## src/rtl/spme_pkg.sv

```systemverilog
// Purpose: Shared constants for the parameter table reader and server
// Assumes: Byte-wide table port, 12-bit table addresses
// Notes:   Adders are 8-bit two's complement values
package spme_pkg;
    // ----------------------------------------------------------------
    // Table layout
    // ----------------------------------------------------------------
    localparam int          M_DEFAULT    = 5;
    localparam int          TBL_AW       = 12;
    localparam int          SEC_COUNT    = 5;
    localparam logic [11:0] SEC_BASE     = 12'h24c;
    localparam logic [11:0] EUI48_FLAG   = 12'h260;
    localparam logic [11:0] EUI48_LO     = 12'h261;
    localparam logic [11:0] EUI48_HI     = 12'h266;
    localparam logic [11:0] EUI64_FLAG   = 12'h267;
    localparam logic [11:0] EUI64_LO     = 12'h268;
    localparam logic [11:0] EUI64_HI     = 12'h26f;
    localparam int          TBL_BYTES    = 36;
    // ----------------------------------------------------------------
    // Section contents
    // ----------------------------------------------------------------
    localparam logic [7:0]  TYPE_8K      = 8'h02;
    localparam logic [7:0]  TYPE_32K     = 8'h03;
    localparam logic [7:0]  TYPE_64K     = 8'h04;
    localparam logic [7:0]  N_8K         = 8'h02;
    localparam logic [7:0]  N_32K        = 8'h00;
    localparam logic [7:0]  ADD_B8_FIRST = 8'hff;
    localparam logic [7:0]  ADD_B8_LAST  = 8'h04;
    localparam logic [7:0]  ADD_L32      = 8'hfd;
    localparam logic [7:0]  ADD_64_FIRST = 8'h00;
    localparam logic [7:0]  ADD_64_LAST  = 8'hfc;
    localparam logic [7:0]  ADD_U32      = 8'hfe;
    localparam logic [7:0]  ADD_T8_FIRST = 8'h07;
    localparam logic [7:0]  ADD_T8_LAST  = 8'h0e;
    localparam int          SH_8K        = 13;
    localparam int          SH_32K       = 15;
    localparam int          SH_64K       = 16;
    // ----------------------------------------------------------------
    // Identifier flags
    // ----------------------------------------------------------------
    localparam logic [7:0]  EUI48_SET    = 8'h30;
    localparam logic [7:0]  EUI64_SET    = 8'h40;
    localparam logic [7:0]  BLANK        = 8'hff;
    localparam logic [15:0] RSV_ENCAP    = 16'hfffe;
    localparam logic [15:0] RSV_OTHER    = 16'hffff;
    // ----------------------------------------------------------------
    // Host register map
    // ----------------------------------------------------------------
    localparam logic [7:0]  REG_CTRL     = 8'h00;
    localparam logic [7:0]  REG_STAT     = 8'h01;
    localparam logic [7:0]  REG_TWR      = 8'h02;
    localparam logic [7:0]  REG_SEC0     = 8'h10;
    localparam logic [7:0]  REG_E48_LO   = 8'h20;
    localparam logic [7:0]  REG_E48_HI   = 8'h21;
    localparam logic [7:0]  REG_E64_LO   = 8'h22;
    localparam logic [7:0]  REG_E64_HI   = 8'h23;
    localparam logic [7:0]  REG_E64X_LO  = 8'h24;
    localparam logic [7:0]  REG_E64X_HI  = 8'h25;
    localparam int          ST_BUSY      = 0;
    localparam int          ST_DONE      = 1;
    localparam int          ST_E48_OK    = 2;
    localparam int          ST_E64_OK    = 3;
    localparam int          ST_RSV_ERR   = 4;
    localparam int          ST_WR_REFUSE = 5;
endpackage

```

## src/rtl/spme_if.sv

```systemverilog
// Purpose: Byte-wide table access between host and flash ends
// Assumes: One clock shared by both ends
// Notes:   Read data and write refusal appear one cycle after the strobe
`timescale 1ns/1ns
interface spme_if;
    logic [11:0] tbl_addr;
    logic        tbl_rd;
    logic        tbl_wr;
    logic [7:0]  tbl_wdata;
    logic [7:0]  tbl_rdata;
    logic        tbl_wr_refused;

    modport flash (
        input  tbl_addr,
        input  tbl_rd,
        input  tbl_wr,
        input  tbl_wdata,
        output tbl_rdata,
        output tbl_wr_refused
    );
    modport host (
        output tbl_addr,
        output tbl_rd,
        output tbl_wr,
        output tbl_wdata,
        input  tbl_rdata,
        input  tbl_wr_refused
    );
endinterface

```

## src/rtl/spme_host.sv

```systemverilog
// Purpose: Host end that walks the vendor table and decodes it
// Assumes: Register port strobes one cycle long, never both at once
// Notes:   A fresh walk starts on a write of the start bit while idle; writes during a walk start nothing, but a start-bit write still clears the refusal flag
//
// Chosen here: the register addresses and the address-and-strobe port.
`timescale 1ns/1ns
module spme_host (
    input  wire logic        core_clk_in,
    input  wire logic        rst_in,
    input  wire logic        ce_in,
    spme_if.host             tbl,
    input  wire logic [7:0]  addr_in,
    input  wire logic [31:0] wdata_in,
    input  wire logic        wr_in,
    input  wire logic        rd_in,
    output logic      [31:0] rdata_out
);
    // ----------------------------------------------------------------
    // Walk state
    // ----------------------------------------------------------------
    typedef enum logic [1:0] {
        SPME_IDLE = 2'b00,
        SPME_REQ  = 2'b01,
        SPME_WAIT = 2'b10
    } spme_state_e;

    spme_state_e state_reg;
    logic [5:0]  idx_reg;
    logic [7:0]  buf_reg [spme_pkg::TBL_BYTES];
    logic        done_reg;
    logic        refused_reg;
    logic        twr_reg;
    logic [11:0] twr_addr_reg;
    logic [7:0]  twr_data_reg;
    logic        start;
    logic        last;

    assign start = wr_in && addr_in == spme_pkg::REG_CTRL && wdata_in[0];
    assign last  = idx_reg == 6'(spme_pkg::TBL_BYTES - 1);

    always_ff @(posedge core_clk_in) begin
        if (rst_in) begin
            state_reg <= SPME_IDLE;
            idx_reg   <= 6'h00;
            done_reg  <= 1'b0;
        end else if (ce_in) begin
            unique case (state_reg)
                SPME_IDLE: begin
                    if (start) begin
                        state_reg <= SPME_REQ;
                        idx_reg   <= 6'h00;
                        done_reg  <= 1'b0;
                    end
                end
                SPME_REQ: begin
                    state_reg <= SPME_WAIT;
                end
                SPME_WAIT: begin
                    idx_reg   <= idx_reg + 6'h01;
                    state_reg <= last ? SPME_IDLE : SPME_REQ;
                    done_reg  <= last;
                end
                default: begin
                    state_reg <= SPME_IDLE;
                end
            endcase
        end
    end

    always_ff @(posedge core_clk_in) begin
        if (ce_in && state_reg == SPME_WAIT) begin
            buf_reg[idx_reg] <= tbl.tbl_rdata;
        end
    end

    // Write probe; refusal sticks until next start, set wins
    always_ff @(posedge core_clk_in) begin
        if (rst_in) begin
            twr_reg      <= 1'b0;
            twr_addr_reg <= 12'h000;
            twr_data_reg <= 8'h00;
            refused_reg  <= 1'b0;
        end else if (ce_in) begin
            twr_reg <= wr_in && addr_in == spme_pkg::REG_TWR && state_reg == SPME_IDLE;
            if (wr_in && addr_in == spme_pkg::REG_TWR) begin
                twr_addr_reg <= wdata_in[19:8];
                twr_data_reg <= wdata_in[7:0];
            end
            if (tbl.tbl_wr_refused) begin
                refused_reg <= 1'b1;
            end else if (start) begin
                refused_reg <= 1'b0;
            end
        end
    end

    assign tbl.tbl_rd    = ce_in && state_reg == SPME_REQ;
    assign tbl.tbl_addr  = tbl.tbl_wr ? twr_addr_reg :
                           spme_pkg::SEC_BASE + 12'(idx_reg);
    assign tbl.tbl_wr    = ce_in && twr_reg;
    assign tbl.tbl_wdata = twr_data_reg;

    // ----------------------------------------------------------------
    // Decode
    // ----------------------------------------------------------------
    logic [7:0]  m_val;
    logic [31:0] sec_word [spme_pkg::SEC_COUNT];
    logic [47:0] eui48;
    logic [63:0] eui64;
    logic [63:0] eui64x;
    logic        e48_ok;
    logic        e64_ok;
    logic        rsv_err;

    // m is the 64K count byte
    assign m_val = buf_reg[9];

    function automatic logic [9:0] bit_of(input logic [7:0] c, input logic [7:0] m);
        logic [10:0] sum;
        sum    = (11'h001 << m[3:0]) + 11'h001 + {{3{c[7]}}, c};
        bit_of = (c == 8'h00) ? 10'h000 : sum[9:0];
    endfunction

    always_comb begin
        for (int s = 0; s < spme_pkg::SEC_COUNT; s++) begin
            logic [7:0] ty;
            logic [7:0] n;
            logic [8:0] cnt;
            ty  = buf_reg[4*s];
            n   = buf_reg[4*s+1];
            cnt = 9'h001 << n[3:0];
            if (ty == spme_pkg::TYPE_64K) begin
                cnt = cnt - 9'h002;
            end
            sec_word[s] = {ty[3:0], cnt[7:0], bit_of(buf_reg[4*s+3], m_val),
                           bit_of(buf_reg[4*s+2], m_val)};
        end
    end

    always_comb begin
        for (int i = 0; i < 6; i++) begin
            eui48[8*i +: 8] = buf_reg[21+i];
        end
        for (int i = 0; i < 8; i++) begin
            eui64[8*i +: 8] = buf_reg[28+i];
        end
    end

    assign e48_ok  = buf_reg[20] == spme_pkg::EUI48_SET;
    assign e64_ok  = buf_reg[27] == spme_pkg::EUI64_SET;
    assign rsv_err = e64_ok && (eui64[39:24] == spme_pkg::RSV_ENCAP ||
                                eui64[39:24] == spme_pkg::RSV_OTHER);
    assign eui64x  = {eui48[47:24], spme_pkg::RSV_ENCAP, eui48[23:0]};

    // ----------------------------------------------------------------
    // Register read
    // ----------------------------------------------------------------
    always_ff @(posedge core_clk_in) begin
        if (rst_in) begin
            rdata_out <= 32'h0000_0000;
        end else if (ce_in && rd_in) begin
            rdata_out <= 32'h0000_0000;
            if (addr_in >= spme_pkg::REG_SEC0 &&
                addr_in < spme_pkg::REG_SEC0 + 8'(spme_pkg::SEC_COUNT)) begin
                rdata_out <= done_reg ? sec_word[3'(addr_in - spme_pkg::REG_SEC0)]
                                      : 32'h0000_0000;
            end else begin
                unique case (addr_in)
                    spme_pkg::REG_STAT: begin
                        rdata_out[spme_pkg::ST_BUSY]      <= state_reg != SPME_IDLE;
                        rdata_out[spme_pkg::ST_DONE]      <= done_reg;
                        rdata_out[spme_pkg::ST_E48_OK]    <= done_reg && e48_ok;
                        rdata_out[spme_pkg::ST_E64_OK]    <= done_reg && e64_ok;
                        rdata_out[spme_pkg::ST_RSV_ERR]   <= done_reg && rsv_err;
                        rdata_out[spme_pkg::ST_WR_REFUSE] <= refused_reg;
                    end
                    spme_pkg::REG_E48_LO:  rdata_out <= done_reg ? eui48[31:0] : '0;
                    spme_pkg::REG_E48_HI:  rdata_out <= done_reg ? {16'h0000, eui48[47:32]} : '0;
                    spme_pkg::REG_E64_LO:  rdata_out <= done_reg ? eui64[31:0] : '0;
                    spme_pkg::REG_E64_HI:  rdata_out <= done_reg ? eui64[63:32] : '0;
                    spme_pkg::REG_E64X_LO: rdata_out <= done_reg ? eui64x[31:0] : '0;
                    spme_pkg::REG_E64X_HI: rdata_out <= done_reg ? eui64x[63:32] : '0;
                    default:               rdata_out <= 32'h0000_0000;
                endcase
            end
        end
    end
endmodule

```

## src/flat_wrapper.sv

```systemverilog
// flat-port wrapper written by rule: the top's interface ports become plain ports
module spme_host_flat 
  (core_clk_in, rst_in, ce_in, addr_in, wdata_in, wr_in, rd_in, rdata_out, tbl_tbl_addr, tbl_tbl_rd, tbl_tbl_wr, tbl_tbl_wdata, tbl_tbl_rdata, tbl_tbl_wr_refused);
  spme_if tbl_i ();
  input  wire logic core_clk_in;
  input  wire logic rst_in;
  input  wire logic ce_in;
  input  wire logic [7:0] addr_in;
  input  wire logic [31:0] wdata_in;
  input  wire logic wr_in;
  input  wire logic rd_in;
  output logic      [31:0] rdata_out;
  output wire logic [$bits(tbl_i.tbl_addr)-1:0] tbl_tbl_addr;
  output wire logic [$bits(tbl_i.tbl_rd)-1:0] tbl_tbl_rd;
  output wire logic [$bits(tbl_i.tbl_wr)-1:0] tbl_tbl_wr;
  output wire logic [$bits(tbl_i.tbl_wdata)-1:0] tbl_tbl_wdata;
  input wire logic [$bits(tbl_i.tbl_rdata)-1:0] tbl_tbl_rdata;
  input wire logic [$bits(tbl_i.tbl_wr_refused)-1:0] tbl_tbl_wr_refused;
  assign tbl_tbl_addr = tbl_i.tbl_addr;
  assign tbl_tbl_rd = tbl_i.tbl_rd;
  assign tbl_tbl_wr = tbl_i.tbl_wr;
  assign tbl_tbl_wdata = tbl_i.tbl_wdata;
  assign tbl_i.tbl_rdata = tbl_tbl_rdata;
  assign tbl_i.tbl_wr_refused = tbl_tbl_wr_refused;
  spme_host u_core (.core_clk_in(core_clk_in), .rst_in(rst_in), .ce_in(ce_in), .tbl(tbl_i), .addr_in(addr_in), .wdata_in(wdata_in), .wr_in(wr_in), .rd_in(rd_in), .rdata_out(rdata_out));
endmodule
```

## config.mk

```make
export PLATFORM = sky130hd
export DESIGN_NAME = spme_host_flat
export DESIGN_NICKNAME = d
export VERILOG_FILES = /design/src/rtl/spme_pkg.sv /design/src/rtl/spme_if.sv /design/src/rtl/spme_host.sv /design/src/flat_wrapper.sv
export SDC_FILE = /design/constraint.sdc
export NUM_CORES = 1
export LEC_CHECK = 0
export ABC_CLOCK_PERIOD_IN_PS = 10100
export BUFFER_PORTS_ARGS = -buffer_cell sky130_fd_sc_hd__buf_2
export CAP_MARGIN = 30
export CORE_ASPECT_RATIO = 1.4
export CORE_MARGIN = 3
export CORE_UTILIZATION = 50
export DETAILED_ROUTE_END_ITERATION = 10
export GPL_ROUTABILITY_DRIVEN = 0
export PLACE_DENSITY = 0.68
export SYNTH_ARGS = -nofsm -noshare
export SYNTH_HDL_FRONTEND = slang
export SYNTH_SLANG_ARGS = --single-unit
```

## constraint.sdc

```tcl
create_clock -name core_clk_in -period 10.1 [get_ports core_clk_in]
set_input_delay 1.01 -clock core_clk_in [delete_from_list [all_inputs] [get_ports core_clk_in]]
set_output_delay 1.01 -clock core_clk_in [all_outputs]
set_load 0.05 [all_outputs]
```

==> results by stage <==
Run status:
- The run finished with clean final reports.

Power:
- The total power per unit cell area is 143 nW/um^2.
- The internal power of the cells totals 2.24 mW.
- The portion of total power attributed to the clock network is between 40 and 50%.
- The switching fraction of total power is ~23%.
- The combinational fraction of design power is 5.2%.
- The static leakage is 7.29 nW.
- The power after layout is around 2.9 mW.
- The peak supply drop is about 140 uV.
- The power dissipated by switching net loads is roughly 660 uW.
- The part of the power in registers is 51.1%.

Final layout:
- The number of nets at the end of the flow is 1947.
- The multi-input combinational cells in the finished layout cover a total of 8560 um^2.
- The area growth from synthesis to layout is 11.3%.
- The share of cells above drive strength 1 is 12.0%.
- The number of filler instances in the final layout is 3085.
- The register with the most flip-flops in the layout has 268 of them.
- The area used by sequential logic in the layout is 9310 um^2.

Yosys:
- The number of enable-type register cells in the synthesized netlist is 268.
- The mapped netlist covers 18300 um^2.
- The warning count from the yosys run is 0.
- Summing the sequential cell areas from Yosys gives about 50% of the chip area.
- Synthesis instantiated 89 different standard cells from the library.
- The average instance in the mapped netlist occupies around 11 um^2.
- After synthesis the netlist holds a flip-flop and latch count of 331.
- The number of nets produced by synthesis is between 1500 and 2000.
- Among all flip-flop cells after synthesis, the most frequent one is sky130_fd_sc_hd__edfxtp_1.
- The synthesized instance count is 1715.
- The async set-reset flop share out of synthesis is 0%.

Clock tree:
- The number of buffers created by CTS is 34.
- Clock-pin slew was measured on the worst setup and hold paths at 0.07 ns.
- The total number of H-tree levels is 2.
- Hold repair after CTS inserted 0 buffers.
- For this design, the sink count on the clock tree is 331.
- The later pin in the worst-skew pair is clocked with a latency of 0.54 ns.
- After clock tree synthesis, the repair step resized 0 gates.
- The CTS tree is yes.
- The maximum clock path buffer count is 3.
- The count of buffers added by post-CTS timing repair for setup is 0.
- In this run the clock root is driven by a sky130_fd_sc_hd__clkbuf_16.

Drt:
- For this block, the initial DRC count from the detailed router was roughly 1800.
- Dividing the detail-routed via count by the number of cells gives 6.52.
- For this run, design rule violations remaining after detail routing come to 0.
- The first detailed-routing pass ran for 6 iterations.
- The wire length per cell is 25.1 um.
- After detailed routing, the total wire length is 57100 um.
- The number of nets with antenna violations after routing is 0.
- The final route contains 14800 vias.

Global routing:
- The initial antenna violation count came to 1.
- The first global-routing pass estimated 85800 um of wire.
- The largest net degree at the start of global routing is 57.
- Global routing consumed, over all layers together, between 20 and 30% of the routing resources.
- The number of global-route vias before repair is 14600.
- Summed over all layers, the global routing overflow is 0.

Die:
- The die is 232 um tall.
- The total number of placement rows is 82.
- The I/O pin count is 108.
- The total die area is between 30000 and 40000 um^2.
- Measured along the x axis, the die boundary spans 168 um.
- The starting utilization of the core area is 50.9%.
- The region available for standard cell placement spans 36000 um^2.

Setup path:
- The kind of launch point of the worst setup path is a flip-flop.
- On the worst path, the slowest cell contributes a delay of 0.75 ns.
- The critical path in this run is classified as reg2reg.
- In this run the worst path has a maximum fanout of 12.
- The master of the slowest instance on the critical path is sky130_fd_sc_hd__xor2_2.
- The required time of the worst setup path is 10.54 ns.
- The cell depth of the worst setup path is 12.
- The cell class contributing the biggest share of worst-path delay is compound AO/OA/AOI/OAI gates.
- The most used cell along the critical path is sky130_fd_sc_hd__ha_1.
- The depth of the worst register-to-register path is 12.
- The number of buffer and inverter stages on the critical path is 0.
- STA classifies the critical path endpoint as a flip-flop.
- The critical path goes through nand2b_1 > nor3_1 > ha_1 > xor2_2 > ha_1 > and3_1 > a221o_1 > o41ai_1 > xor2_1 > o221ai_1 > o311ai_0 > a311oi_1.
- STA puts the critical path data arrival time at 5.24 ns.

Run:
- Across the run, the number of max-cap violations was 0.

Timing:
- The shortest clock period the worst path allows after layout is around 4.8 ns.
- Setup violations remaining at the end of the flow were counted as 0.
- Setup repair after global routing left no endpoint under its margin.
- The clock arrives with 0.0133 ns of skew.
- Based on the critical path, the design can be clocked at up to 208 MHz.
- Of the available clock period, the critical path in the final layout requires 47.5%.
- The number of slew-limit violations in the final report is 0.
- The setup TNS after final layout is 0 ns.
- The count of final hold-check violations came to 0.
- The normalized max-slew margin is between 20% and 30%.
- At the pin with the least slew margin, the transition time is 1.04 ns.

Placement:
- During placement, the flow inserted port buffers numbering 95.
- The post-detailed-placement half-perimeter wirelength is about 39000 um.

Min path:
- The worst min-delay path class is reg2reg.
- Counting instances, the worst hold path has a depth of 2.
-- final timing paths --
check / slack, ns / start / end
hold reg to reg: 0.45 / u_core.tbl.tbl_wdata[6] / u_core.tbl.tbl_wdata[6]
hold / removal: 0.45 / u_core.tbl.tbl_wdata[6] / u_core.tbl.tbl_wdata[6]
setup / recovery: 5.30 / u_core.buf_reg[9][0] / u_core.rdata_out[7]
setup reg to reg: 5.30 / u_core.buf_reg[9][0] / u_core.rdata_out[7]
-- metrics by stage --
stage | setup slack [ns] | cell area (um^2) | instances | hold slack [ns] | util, %
6_report | 5.30 | 20400 | 2273 | 0.450 | 56.6
5_1_grt | 5.03 | 20400 | 2272 | 0.472 | 56.6
4_1_cts | 5.33 | 20400 | 2272 | 0.451 | 56.6
3_5_place_dp | 5.37 | 19200 | 2210 | 0.442 | 53.5
3_3_place_gp | 5.49 | 19200 | 2208 | 0.438 | 53.4
2_1_floorplan | 6.19 | 18300 | 1715 | 0.432 | -
-- power groups by stage --
stage	sequential, mW	clock (mW)	combinational [mW]
detailed placement	1.51	0	0.147
CTS	1.48	1.28	0.148
finish	1.48	1.27	0.150
global route	1.48	1.34	0.157
floorplan	1.54	0	0.0516
global placement	1.51	0	0.146
-- area by class of cell --
| class | count | share of cell area, % |
|---|---|---|
| Clock buffer | 50 | 5.18 |
| Tap cell | 462 | 2.83 |
| Inverter | 39 | 0.718 |
| Timing Repair Buffer | 117 | 3.20 |
| Antenna cell | 1 | 0.0123 |
| Clock inverter | 12 | 0.423 |
| Multi-Input combinational cell | 1261 | 42.0 |
| Sequential cell | 331 | 45.6 |
-- worst reg2reg max path, cell delays in order, from the launching register on --
cell	delay [ns]
sky130_fd_sc_hd__edfxtp_1	0.67
sky130_fd_sc_hd__nand2b_1	0.27
sky130_fd_sc_hd__nor3_1	0.32
sky130_fd_sc_hd__ha_1	0.27
sky130_fd_sc_hd__xor2_2	0.75
sky130_fd_sc_hd__ha_1	0.43
sky130_fd_sc_hd__and3_1	0.20
sky130_fd_sc_hd__a221o_1	0.33
sky130_fd_sc_hd__o41ai_1	0.55
sky130_fd_sc_hd__xor2_1	0.13
sky130_fd_sc_hd__o221ai_1	0.21
sky130_fd_sc_hd__o311ai_0	0.26
sky130_fd_sc_hd__a311oi_1	0.33
-- placed cells by master (no fill, tap or decap), types with 19 or more instances in the layout --
cell type	count
sky130_fd_sc_hd__edfxtp_1	268
sky130_fd_sc_hd__buf_4	20
sky130_fd_sc_hd__nand3_1	41
sky130_fd_sc_hd__xnor2_1	42
sky130_fd_sc_hd__nand2_1	128
sky130_fd_sc_hd__dfxtp_1	63
sky130_fd_sc_hd__a21o_1	19
sky130_fd_sc_hd__nor4_1	26
sky130_fd_sc_hd__a21oi_1	140
sky130_fd_sc_hd__buf_2	95
sky130_fd_sc_hd__nor2_1	159
sky130_fd_sc_hd__o21ai_0	81
sky130_fd_sc_hd__nor3_1	35
sky130_fd_sc_hd__ha_1	99
sky130_fd_sc_hd__xor2_1	34
sky130_fd_sc_hd__clkbuf_16	38
sky130_fd_sc_hd__a211oi_1	31
sky130_fd_sc_hd__a22oi_1	34
sky130_fd_sc_hd__inv_1	37
sky130_fd_sc_hd__a31oi_1	25
-- synthesized netlist by cell type (14+ instances only) --
library cell,n,share of area [%]
sky130_fd_sc_hd__nor2_1,160,3.3
sky130_fd_sc_hd__ha_1,99,6.8
sky130_fd_sc_hd__a31oi_1,25,0.85
sky130_fd_sc_hd__nor3_1,38,1.0
sky130_fd_sc_hd__o211ai_1,18,0.74
sky130_fd_sc_hd__nand3_1,41,1.1
sky130_fd_sc_hd__nand2_1,128,2.6
sky130_fd_sc_hd__mux2i_1,15,0.82
sky130_fd_sc_hd__inv_1,37,0.76
sky130_fd_sc_hd__o21ai_0,81,2.2
sky130_fd_sc_hd__a22oi_1,34,1.4
sky130_fd_sc_hd__nand2b_1,14,0.48
sky130_fd_sc_hd__nor4_1,27,0.92
sky130_fd_sc_hd__edfxtp_1,268,44
sky130_fd_sc_hd__and3_1,18,0.61
sky130_fd_sc_hd__or3_1,14,0.48
sky130_fd_sc_hd__dfxtp_1,63,6.9
sky130_fd_sc_hd__a21o_1,19,0.78
sky130_fd_sc_hd__a21oi_1,140,3.8
sky130_fd_sc_hd__a211oi_1,31,1.3
sky130_fd_sc_hd__clkbuf_1,63,1.3
sky130_fd_sc_hd__xor2_1,35,1.7
sky130_fd_sc_hd__xnor2_1,42,2.0
-- cells by family (layout without fill, tap and decap cells) --
logic type	after synthesis	in the layout	synth area share, %
buffers and inverters	123	218	2.75
XOR/XNOR	77	77	3.68
multiplexers	29	29	1.74
AND/OR/NAND/NOR	545	545	15.1
flip-flops	331	331	50.8
AO/OA/AOI/OAI	501	501	18.1
other	0	1	0
adder cells (fa/ha/maj)	109	109	7.85
-- metal layers --
metal,GRT usage (%),part of all wire [%],routed length [um],up-vias
met5,0,0,0,-
met3,4.81,8.7,4990,189
met4,16.2,6.3,3590,0
li1,-,-,-,6750
met2,47.7,47,26800,762
met1,35.8,38,21700,7124
Power figures use the tool's default switching activity.
